## src/sabc_pkg.sv

```systemverilog
// shared constants, types and timing for the converter host controller
// Notes on behaviour
// - host holds select low for start and read
// - host changes byte select only during acquisition
// - host start strobe low at least 10 ns
// - host enable and select pulses at least 15 ns; select stays high for only one 8 ns cycle if req is high on entry to ST_IDLE
package sabc_pkg;
	localparam int CLK_NS       = 8;
	localparam int START_LOW_NS = 60;
	localparam int EN_SETTLE_NS = 25;
	localparam int BSEL_NS      = 25;
	localparam int IRQ_MAX_NS   = 25;
	localparam int BUSY_MAX_NS  = 230;
	localparam int ACQ_NS       = 100;
	localparam int START_LOW_CY = (START_LOW_NS + CLK_NS - 1) / CLK_NS;
	localparam int SETTLE_CY    = (EN_SETTLE_NS + CLK_NS - 1) / CLK_NS;
	localparam int BSEL_CY      = (BSEL_NS + CLK_NS - 1) / CLK_NS;
	localparam int IRQ_WAIT_CY  = (IRQ_MAX_NS + CLK_NS - 1) / CLK_NS + 1;
	localparam int BUSY_WAIT_CY = (BUSY_MAX_NS + CLK_NS - 1) / CLK_NS + 2;
	localparam int ACQ_CY       = (ACQ_NS + CLK_NS - 1) / CLK_NS;
	localparam int CNT_W        = 6;
	localparam int DATA_W       = 12;
	localparam int BYTE_W       = 8;
	localparam int NIB_W        = 4;
	typedef struct packed {
		logic [DATA_W-1:0] data;
		logic              range_exceeded;
	} sabc_result_t;
	typedef struct packed {
		logic chip_sel_n;
		logic start_strobe_n;
		logic out_en_n;
		logic byte_select_n;
	} sabc_ctrl_t;
endpackage

```

## src/sabc_host.sv

```systemverilog
// host controller that starts conversions and reads the result bus
module sabc_host
	import sabc_pkg::*;
(
	input  wire logic               mclk,
	input  wire logic               nrst,
	input  wire logic               req,
	input  wire logic               continuous,
	input  wire logic               stop,
	input  wire logic               irq,
	input  wire logic [DATA_W-1:0]  result_bus,
	input  wire logic               range_exceeded,
	output sabc_ctrl_t              ctrl,
	output sabc_result_t            result,
	output logic                    result_valid,
	output logic                    timeout_err,
	output logic                    busy
);
	// ================================================================
	// state
	typedef enum logic [3:0] {
		ST_IDLE, ST_SETUP, ST_STROBE, ST_WAIT_HI, ST_WAIT_LO,
		ST_READ_HI, ST_READ_LO, ST_RELEASE, ST_ACQ
	} sabc_state_t;

	sabc_state_t      state_ff,  nxt_state;
	sabc_ctrl_t       ctrl_ff,   nxt_ctrl;
	sabc_result_t     res_ff,    nxt_res;
	logic             rv_ff,     nxt_rv;
	logic             err_ff,    nxt_err;
	logic             busy_ff,   nxt_busy;
	logic             cont_ff,   nxt_cont;
	logic [BYTE_W-1:0] hi_ff,    nxt_hi;
	logic             ld;
	logic [CNT_W-1:0] ld_val;
	logic             t_done;

	sabc_timer u_timer (
		.mclk  (mclk),
		.nrst  (nrst),
		.load  (ld),
		.value (ld_val),
		.done  (t_done)
	);

	// ================================================================
	// sequencer
	always_comb
	begin
		nxt_state = state_ff;
		nxt_ctrl  = ctrl_ff;
		nxt_res   = res_ff;
		nxt_rv    = 1'b0;
		nxt_err   = 1'b0;
		nxt_busy  = 1'b1;
		nxt_cont  = cont_ff;
		nxt_hi    = hi_ff;
		ld        = 1'b0;
		ld_val    = '0;
		case (state_ff)
			ST_IDLE:
			begin
				nxt_busy = 1'b0;
				nxt_ctrl = '{chip_sel_n: 1'b1, start_strobe_n: 1'b1,
					out_en_n: 1'b1, byte_select_n: 1'b0};
				if (req)
				begin
					// select first so the strobe edge is the last qualifier
					nxt_ctrl.chip_sel_n = 1'b0;
					nxt_cont  = continuous;
					nxt_busy  = 1'b1;
					ld        = 1'b1;
					ld_val    = CNT_W'(SETTLE_CY);
					nxt_state = ST_SETUP;
				end
			end
			ST_SETUP:
				if (t_done)
				begin
					nxt_ctrl.start_strobe_n = 1'b0;
					ld        = 1'b1;
					ld_val    = CNT_W'(IRQ_WAIT_CY);
					nxt_state = ST_STROBE;
				end
			ST_STROBE:
				if (irq)
				begin
					ld        = 1'b1;
					ld_val    = CNT_W'(BUSY_WAIT_CY);
					nxt_state = ST_WAIT_HI;
				end
				else if (t_done)
				begin
					nxt_err   = 1'b1;
					nxt_state = ST_RELEASE;
				end
			ST_WAIT_HI:
			begin
				// strobe kept low past its least width; released unless continuous with stop low
				if (!cont_ff || stop)
					nxt_ctrl.start_strobe_n = 1'b1;
				if (!irq)
				begin
					// data valid once busy falls; enable then settle
					nxt_ctrl.out_en_n      = 1'b0;
					nxt_ctrl.byte_select_n = 1'b0;
					ld        = 1'b1;
					ld_val    = CNT_W'(SETTLE_CY);
					nxt_state = ST_READ_HI;
				end
				else if (t_done)
				begin
					nxt_err   = 1'b1;
					nxt_state = ST_RELEASE;
				end
			end
			ST_READ_HI:
			begin
				if (!cont_ff || stop)
					nxt_ctrl.start_strobe_n = 1'b1;
				if (t_done)
				begin
					nxt_hi = result_bus[DATA_W-1 -: BYTE_W];
					nxt_res.range_exceeded = range_exceeded;
					nxt_ctrl.byte_select_n = 1'b1;
					ld        = 1'b1;
					ld_val    = CNT_W'(BSEL_CY);
					nxt_state = ST_READ_LO;
				end
			end
			ST_READ_LO:
				if (t_done)
				begin
					nxt_res.data = {hi_ff, result_bus[DATA_W-1 -: NIB_W]};
					nxt_rv    = 1'b1;
					nxt_ctrl.out_en_n      = 1'b1;
					nxt_ctrl.byte_select_n = 1'b0;
					if (cont_ff && !stop && !ctrl_ff.start_strobe_n)
					begin
						ld        = 1'b1;
						ld_val    = CNT_W'(BUSY_WAIT_CY + IRQ_WAIT_CY);
						nxt_state = ST_STROBE;
					end
					else
						nxt_state = ST_RELEASE;
				end
			ST_RELEASE:
			begin
				nxt_ctrl.start_strobe_n = 1'b1;
				nxt_ctrl.out_en_n       = 1'b1;
				ld        = 1'b1;
				ld_val    = CNT_W'(ACQ_CY);
				nxt_state = ST_ACQ;
			end
			ST_ACQ:
				if (t_done)
				begin
					// select rises last, after strobe and enable
					nxt_ctrl.chip_sel_n = 1'b1;
					nxt_state = ST_IDLE;
				end
			default:
				nxt_state = ST_IDLE;
		endcase
	end

	always_ff @(posedge mclk or negedge nrst)
	begin
		if (!nrst)
		begin
			state_ff <= ST_IDLE;
			ctrl_ff  <= '{chip_sel_n: 1'b1, start_strobe_n: 1'b1,
				out_en_n: 1'b1, byte_select_n: 1'b0};
			res_ff   <= '0;
			rv_ff    <= 1'b0;
			err_ff   <= 1'b0;
			busy_ff  <= 1'b0;
			cont_ff  <= 1'b0;
			hi_ff    <= '0;
		end
		else
		begin
			state_ff <= nxt_state;
			ctrl_ff  <= nxt_ctrl;
			res_ff   <= nxt_res;
			rv_ff    <= nxt_rv;
			err_ff   <= nxt_err;
			busy_ff  <= nxt_busy;
			cont_ff  <= nxt_cont;
			hi_ff    <= nxt_hi;
		end
	end

	assign ctrl         = ctrl_ff;
	assign result       = res_ff;
	assign result_valid = rv_ff;
	assign timeout_err  = err_ff;
	assign busy         = busy_ff;

	// ================================================================
	// checks
	a_sel_before_strobe: assert property (@(posedge mclk) disable iff (!nrst)
		$fell(ctrl_ff.start_strobe_n) |-> !ctrl_ff.chip_sel_n && !$past(ctrl_ff.chip_sel_n))
		else $error("start strobe fell without select held");
	a_strobe_min_low: assert property (@(posedge mclk) disable iff (!nrst)
		$fell(ctrl_ff.start_strobe_n) |=> !ctrl_ff.start_strobe_n [*2])
		else $error("start strobe low too short");
	a_oe_under_sel: assert property (@(posedge mclk) disable iff (!nrst)
		!ctrl_ff.out_en_n |-> !ctrl_ff.chip_sel_n)
		else $error("enable low without select");
	a_bsel_in_acq: assert property (@(posedge mclk) disable iff (!nrst)
		$changed(ctrl_ff.byte_select_n) && !ctrl_ff.out_en_n |-> !irq)
		else $error("byte select moved during conversion");
	a_valid_pulse: assert property (@(posedge mclk) disable iff (!nrst)
		rv_ff |=> !rv_ff)
		else $error("valid longer than one cycle");
	a_sel_min_high: assert property (@(posedge mclk) disable iff (!nrst)
		$rose(ctrl_ff.chip_sel_n) |=> ctrl_ff.chip_sel_n)
		else $error("select pulse too short");
	c_single: cover property (@(posedge mclk) disable iff (!nrst) rv_ff && !cont_ff);
	c_cont: cover property (@(posedge mclk) disable iff (!nrst) rv_ff && cont_ff);
	c_timeout: cover property (@(posedge mclk) disable iff (!nrst) err_ff);
endmodule

```

## src/sabc_timer.sv

```systemverilog
// down counter that flags when a loaded wait has run out
module sabc_timer
	import sabc_pkg::*;
(
	input  wire logic             mclk,
	input  wire logic             nrst,
	input  wire logic             load,
	input  wire logic [CNT_W-1:0] value,
	output logic                  done
);
	logic [CNT_W-1:0] cnt_ff;
	logic [CNT_W-1:0] nxt_cnt;
	always_comb
	begin
		nxt_cnt = cnt_ff;
		if (load)
			nxt_cnt = value;
		else if (cnt_ff != '0)
			nxt_cnt = cnt_ff - 1'b1;
	end
	always_ff @(posedge mclk or negedge nrst)
	begin
		if (!nrst)
			cnt_ff <= '0;
		else
			cnt_ff <= nxt_cnt;
	end
	// done is not gated by load: the sequencer loads on done, a gate would loop
	assign done = (cnt_ff == '0);
endmodule

```

## config.mk

```make
export PLATFORM = sky130hd
export DESIGN_NAME = sabc_host
export DESIGN_NICKNAME = d
export VERILOG_FILES = /design/src/sabc_pkg.sv /design/src/sabc_host.sv /design/src/sabc_timer.sv
export SDC_FILE = /design/constraint.sdc
export NUM_CORES = 1
export LEC_CHECK = 0
export ABC_AREA = 1
export BUFFER_PORTS_ARGS = -buffer_cell sky130_fd_sc_hd__buf_2
export CAP_MARGIN = 20
export CELL_PAD_IN_SITES_DETAIL_PLACEMENT = 1
export CELL_PAD_IN_SITES_GLOBAL_PLACEMENT = 2
export CORE_AREA = 2 2 80 82
export DETAILED_ROUTE_END_ITERATION = 8
export DIE_AREA = 0 0 82 84
export PLACE_DENSITY_LB_ADDON = 0.1
export SKIP_CTS_REPAIR_TIMING = 1
export SLEW_MARGIN = 15
export SYNTH_ARGS = -nofsm -noshare
export SYNTH_HDL_FRONTEND = slang
export SYNTH_HIERARCHICAL = 1
export SYNTH_SLANG_ARGS = --single-unit
```

## constraint.sdc

```tcl
create_clock -name mclk -period 4.3 [get_ports mclk]
set_clock_uncertainty 0.15 [all_clocks]
set_input_delay 0.215 -clock mclk [delete_from_list [all_inputs] [get_ports mclk]]
set_output_delay 0.215 -clock mclk [all_outputs]
set_load 0.005 [all_outputs]
```

# After elaboration in Yosys (flattened, before gate mapping)
# Cells that the tools add are included.
# word_totals
elab_cells	95
output_inout_bits	20
register_bits	39
inputBits	19
# classes
mux	42
n_eq_ne	14
n_reduce_logical	25
n_addsub	1
# op_table
cell	n
case mux 6 bit (7 select lines)	1
2-to-1 mux 4 bit	8
case mux 4 bit (8 select lines)	1
2-to-1 mux 6 bit	4
2-to-1 mux 3 bit	5
2-to-1 mux 1 bit	14
== test 4 x 3 -> 1 bit, second input constant	3
!= test 2 bit, second input constant	6
== test 4 x 2 -> 1 bit, second input constant	2
AND reduction 2 bit	4
logical NOT 6 bit	1
case mux 1 bit (3 select lines)	2
case mux 1 bit (6 select lines)	1
AND reduction 3 bit	2
nonzero test 3 bit	2
nonzero test 6 bit	1
OR reduction 2 bit	3
subtractor 6 x 1 -> 6 bit, second input constant	1
2-to-1 mux 5 bit	1
AND reduction 5 bit	1
== test 4 x 1 -> 1 bit, second input constant	1
== test 4 bit, second input constant	1
logical NOT 4 bit	1
2-to-1 mux 2 bit	2
other kinds (9)	14

# Longest topological paths before layout
# depth
word_depth	7
depth_mapped	18
ltp_nobuf	15

# By module
# The synthesis kept the hierarchy.
# modules_own_cells
mod	cells_each	seq_area_each_um2	instances	area_per_inst_um2
sabc_host	197	829.5	1	1590.3
sabc_timer	55	150.1	1	412.9

# Worst setup path after synthesis
# OpenSTA, ideal clock, no wires.
# synth_path
path_type	reg2reg
start	reg u_timer.cnt_ff[0]
end	reg u_timer.cnt_ff[5]
arrival_ns	1.982
path_stages_with_launch	18
period_less_slack_ns	2.249
path_slack_ns	2.051
cell_sequence	dfrtp_1 inv_1 ha_1 inv_1 nor2_4 nand3_2 inv_1 buf_4 clkinv_1 o21ai_0 inv_1 nand4_1 buf_4 inv_1 nand2_2 inv_2 nand2_1 nand2_1
# synth_via
elab_chain_len	4
# synth_rtl
element	line	rtl
from (decl)	sabc_timer.sv:11	logic [CNT_W-1:0] cnt_ff;
from (signal assigned)	sabc_timer.sv:26	cnt_ff <= nxt_cnt;
logical NOT 6 bit (*)	sabc_timer.sv:29	assign done = (cnt_ff == '0);
named net t_done	sabc_host.sv:36	logic t_done;
2-to-1 mux 1 bit, on equally long branches	sabc_host.sv:132, sabc_host.sv:78, sabc_host.sv:121	
case mux 1 bit (6 select lines) (*)	sabc_host.sv:60	case (state_ff)
named net ld	sabc_host.sv:34	logic ld;
2-to-1 mux 6 bit or nonzero test 2 bit (tied branches)	--	
# The timed path passes the listed nets; every way through them passes the cells marked *. The select of a mux whose other input is x is not followed.
# A chain may end at the register's enable or synchronous reset.

# Worst setup path in the final report
# layout_path
start	reg u_timer.cnt_ff[0]
end	reg u_timer.cnt_ff[5]
# layout_via
elab_chain_len	4
# layout_rtl
element	line	rtl
logical NOT 6 bit	sabc_timer.sv:29	
named net t_done	sabc_host.sv:36	
2-to-1 mux 6 bit	sabc_host.sv:132	if (t_done)
case mux 6 bit (7 select lines)	sabc_host.sv:60	
named net ld_val[5]	sabc_host.sv:35	logic [CNT_W-1:0] ld_val;
2-to-1 mux 6 bit	sabc_timer.sv:16	if (load)
# The timed path passes the listed nets, and every way through them passes these cells. The select of a mux whose other input is x is not followed.

==> flow_summary_export.csv <==
group,metric,value,unit
outcome,status,"finished, final reports clean",
timing,max_freq,331.9,MHz
cts,clock_path_buffers,2,
finish,diodes,0,
finish,final_cell_mix,"94 x nand2_1, 36 x dfrtp_1, 34 x buf_2, 26 x inv_1, 15 x nor2_1",
placed_design,pre_cts_ws,1.191,ns
critical_path,required,4.34,ns
critical_path,critPathLaunchType,"flop",
timing,worstMarginPinSlew,0.9073,ns
timing,setup_tns,0,ns
cts,cts_htree_levels,2,
pwr,power,1.590,mW
drt,wl_per_cell,13.14,um
logic_synthesis,synth_seq_cells,39,
global_route,grt_pass1_vias,1729,
drt,drt_iter0_markers,65,
placed_design,hpwl,3569,um
finish,nNetsFinal,310,
finish,syn2layout_area_growth,16.30,%
global_route,grt_pass1_wl,8397,um
pwr,leakage,1.269,nW
timing,setup_viol,0,
global_route,grt-ovfl-total,0,
finish,utilization,0.3822,
timing,rsz0062_at_grt,"no",
die,dieArea,6888,um^2
logic_synthesis,synth_warnings,6,
timing,fin_crit_sh,0.7007,
critical_path,cp-end-kind,"flop",
critical_path,worstPathMaxFanout,20,
critical_path,cp_slowest_cell,"nand2_1",
drt,post-route-drc-count,0,
die,start_util,0.3286,
timing,holdWs,0.0002169,ns
global_route,gr-usage-all-layers,0.1588,
global_route,grt_start_max_net_pins,40,
timing,relSlewSlack,0.3952,
logic_synthesis,ys_types,28,
drt,vias_per_cell,4.632,
finish,drive_gt1_frac,0.2172,
cts,cts_tree,"built",
cts,clock-root-buffer,"clkbuf_8",
cts,numCtsBuffers,5,
drt,via_count,1700,
critical_path,crit_top_cell,"inv_1",
drt,ant_nets,0,
flow_run,cap_violations,0,
logic_synthesis,ys_seq_area_frac,0.4891,
logic_synthesis,syn_area,2003,um^2
die,row_count,29,
critical_path,cpPeakStageDelay,0.52,ns
finish,final_common_cell,"nand2_1",
timing,hold_violations,0,
die,dieWidth,82,um
logic_synthesis,syn_inst,252,
placed_design,port-buffer-count,34,
min_path,min_path_type,"in2reg",
critical_path,cp.arrival,3.05,ns
die,die_h,84,um
cts,insertion_delay,0.29,ns
cts,clk_pin_slew_worst_paths,0.08,ns
pwr,vdd_drop_max,0.2008,mV
placed_design,gp_congestion,0.7856,
critical_path,crit_type,"reg2reg",
critical_path,crit_chain,"inv_1 > ha_1 > inv_1 > nor2_4 > nand3_2 > inv_1 > nand2_1 > nor2_4 > nor2_1 > nand4_1 > inv_1 > nand2_2 > inv_2 > nand2_1 > nand2_1",
timing,fin_ws,1.287,ns
cts,cts_num_sinks,39,
timing,slew_violations,0,
timing,fin_crit,3.013,ns
drt,drtPass1Iterations,4,
die,core_area,6096,um^2
global_route,grt_antenna_before_repair,0,
logic_synthesis,avgSynthCellArea,7.949,um^2
die,num_io_pins,39,
logic_synthesis,postSynthNetCount,273,
drt,drt_wl_total,4823,um
pwr,p_per_area,682.5,nW/um^2
==> report_power, final <==
group	internal [mW]	total [mW]	switching [mW]
sequential	0.523	0.619	0.0959
clock	0.113	0.253	0.140
combinational	0.269	0.718	0.449
total	0.905	1.59	0.685
==> synth_stat cells <==
library cell   n  area [um^2]
a21oi_1        5        25.02
buf_2          1        5.000
buf_4          3        22.52
buf_6          1        11.26
clkinv_1       1        3.750
dfrtp_1       36        900.9
dfstp_2        3        78.83
ha_1           2        25.02
inv_1         26        97.59
inv_2          3        11.26
nand2_1       94        352.8
nand2_2        2        12.51
nand2_4        2        22.52
nand3_1       13        65.06
nand3_2        3        30.03
nand3b_1       2        15.01
nand4_1        7        43.79
nand4_2        1        12.51
nor2_1        15        56.30
nor2_2         1        6.260
nor2_4         6        67.56
o211ai_1       1        7.510
o21a_1         1        7.510
o21ai_0       12        60.06
o21ai_1        8        40.04
o31ai_1        1        7.510
or2_1          1        6.260
xnor2_1        1        8.760
==> routing by layer <==
layer	wire, um	global-route usage	part of all wire
met5	0	0	0
met4	48	0.04545	0.010
met3	150	0.03571	0.031
met2	2261	0.2498	0.47
met1	2362	0.2169	0.49
==> sequential cells by signal, summed over array words and instances (netlist names) <==
register        cells
hi_ff               8
busy                1
state_ff            4
timeout_err         1
u_timer/cnt_ff      6
cont_ff             1
ctrl                4
result             13
result_valid        1
==> path summary, 6_finish.rpt <==
path	endpoint	depth (start not counted)	startpoint	slack [ns]
worst max-delay path	u_timer/cnt_ff[5]	15	u_timer/cnt_ff[0]	1.29
worst min-delay path	hi_ff[1]	3	result_bus[5]	0.0002
worst max register to register	u_timer/cnt_ff[5]	15	u_timer/cnt_ff[0]	1.29
worst min register to register	result[6]	2	hi_ff[1]	0.33
max in group asynchronous	u_timer/cnt_ff[1]	2	nrst	2.99
min in group asynchronous	cont_ff	2	nrst	0.43
==> cell families after synthesis <==
logic type                 count (synthesis)  share of synthesized area
and+or+nand+nor                          147                     0.3448
DFF                                       39                     0.4891
buffers and inverters                     35                    0.07557
AOI/OAI and AO/OA                         28                    0.07371
adders and majority gates                  2                    0.01249
xor gates and xnor gates                   1                   0.004373
==> area by class of cell <==
cell class / count / area [um^2]
Clock buffer: 5 / 68.82
Multi-Input combinational cell: 178 / 872.1
Tap cell: 77 / 96.34
Timing Repair Buffer: 35 / 180.2
Inverter: 30 / 112.6
Clock inverter: 3 / 20.02
Fill cell: 768 / 3766
Sequential cell: 39 / 979.7
==> metrics by stage <==
step,cells,cell area (um^2)
floorplan,252,2003
global placement,358,2231
detailed placement,358,2231
CTS,366,2320
global route,367,2330
finish,367,2330
==> worst max-delay path, delay by kind of cell (launching register included) <==
family / cells / cell delay (ns)
and+or+nand+nor: 9 / 1.46
buffers and inverters: 5 / 0.73
DFF: 1 / 0.38
adders and majority gates: 1 / 0.18
(Power assumes the default switching activity.)
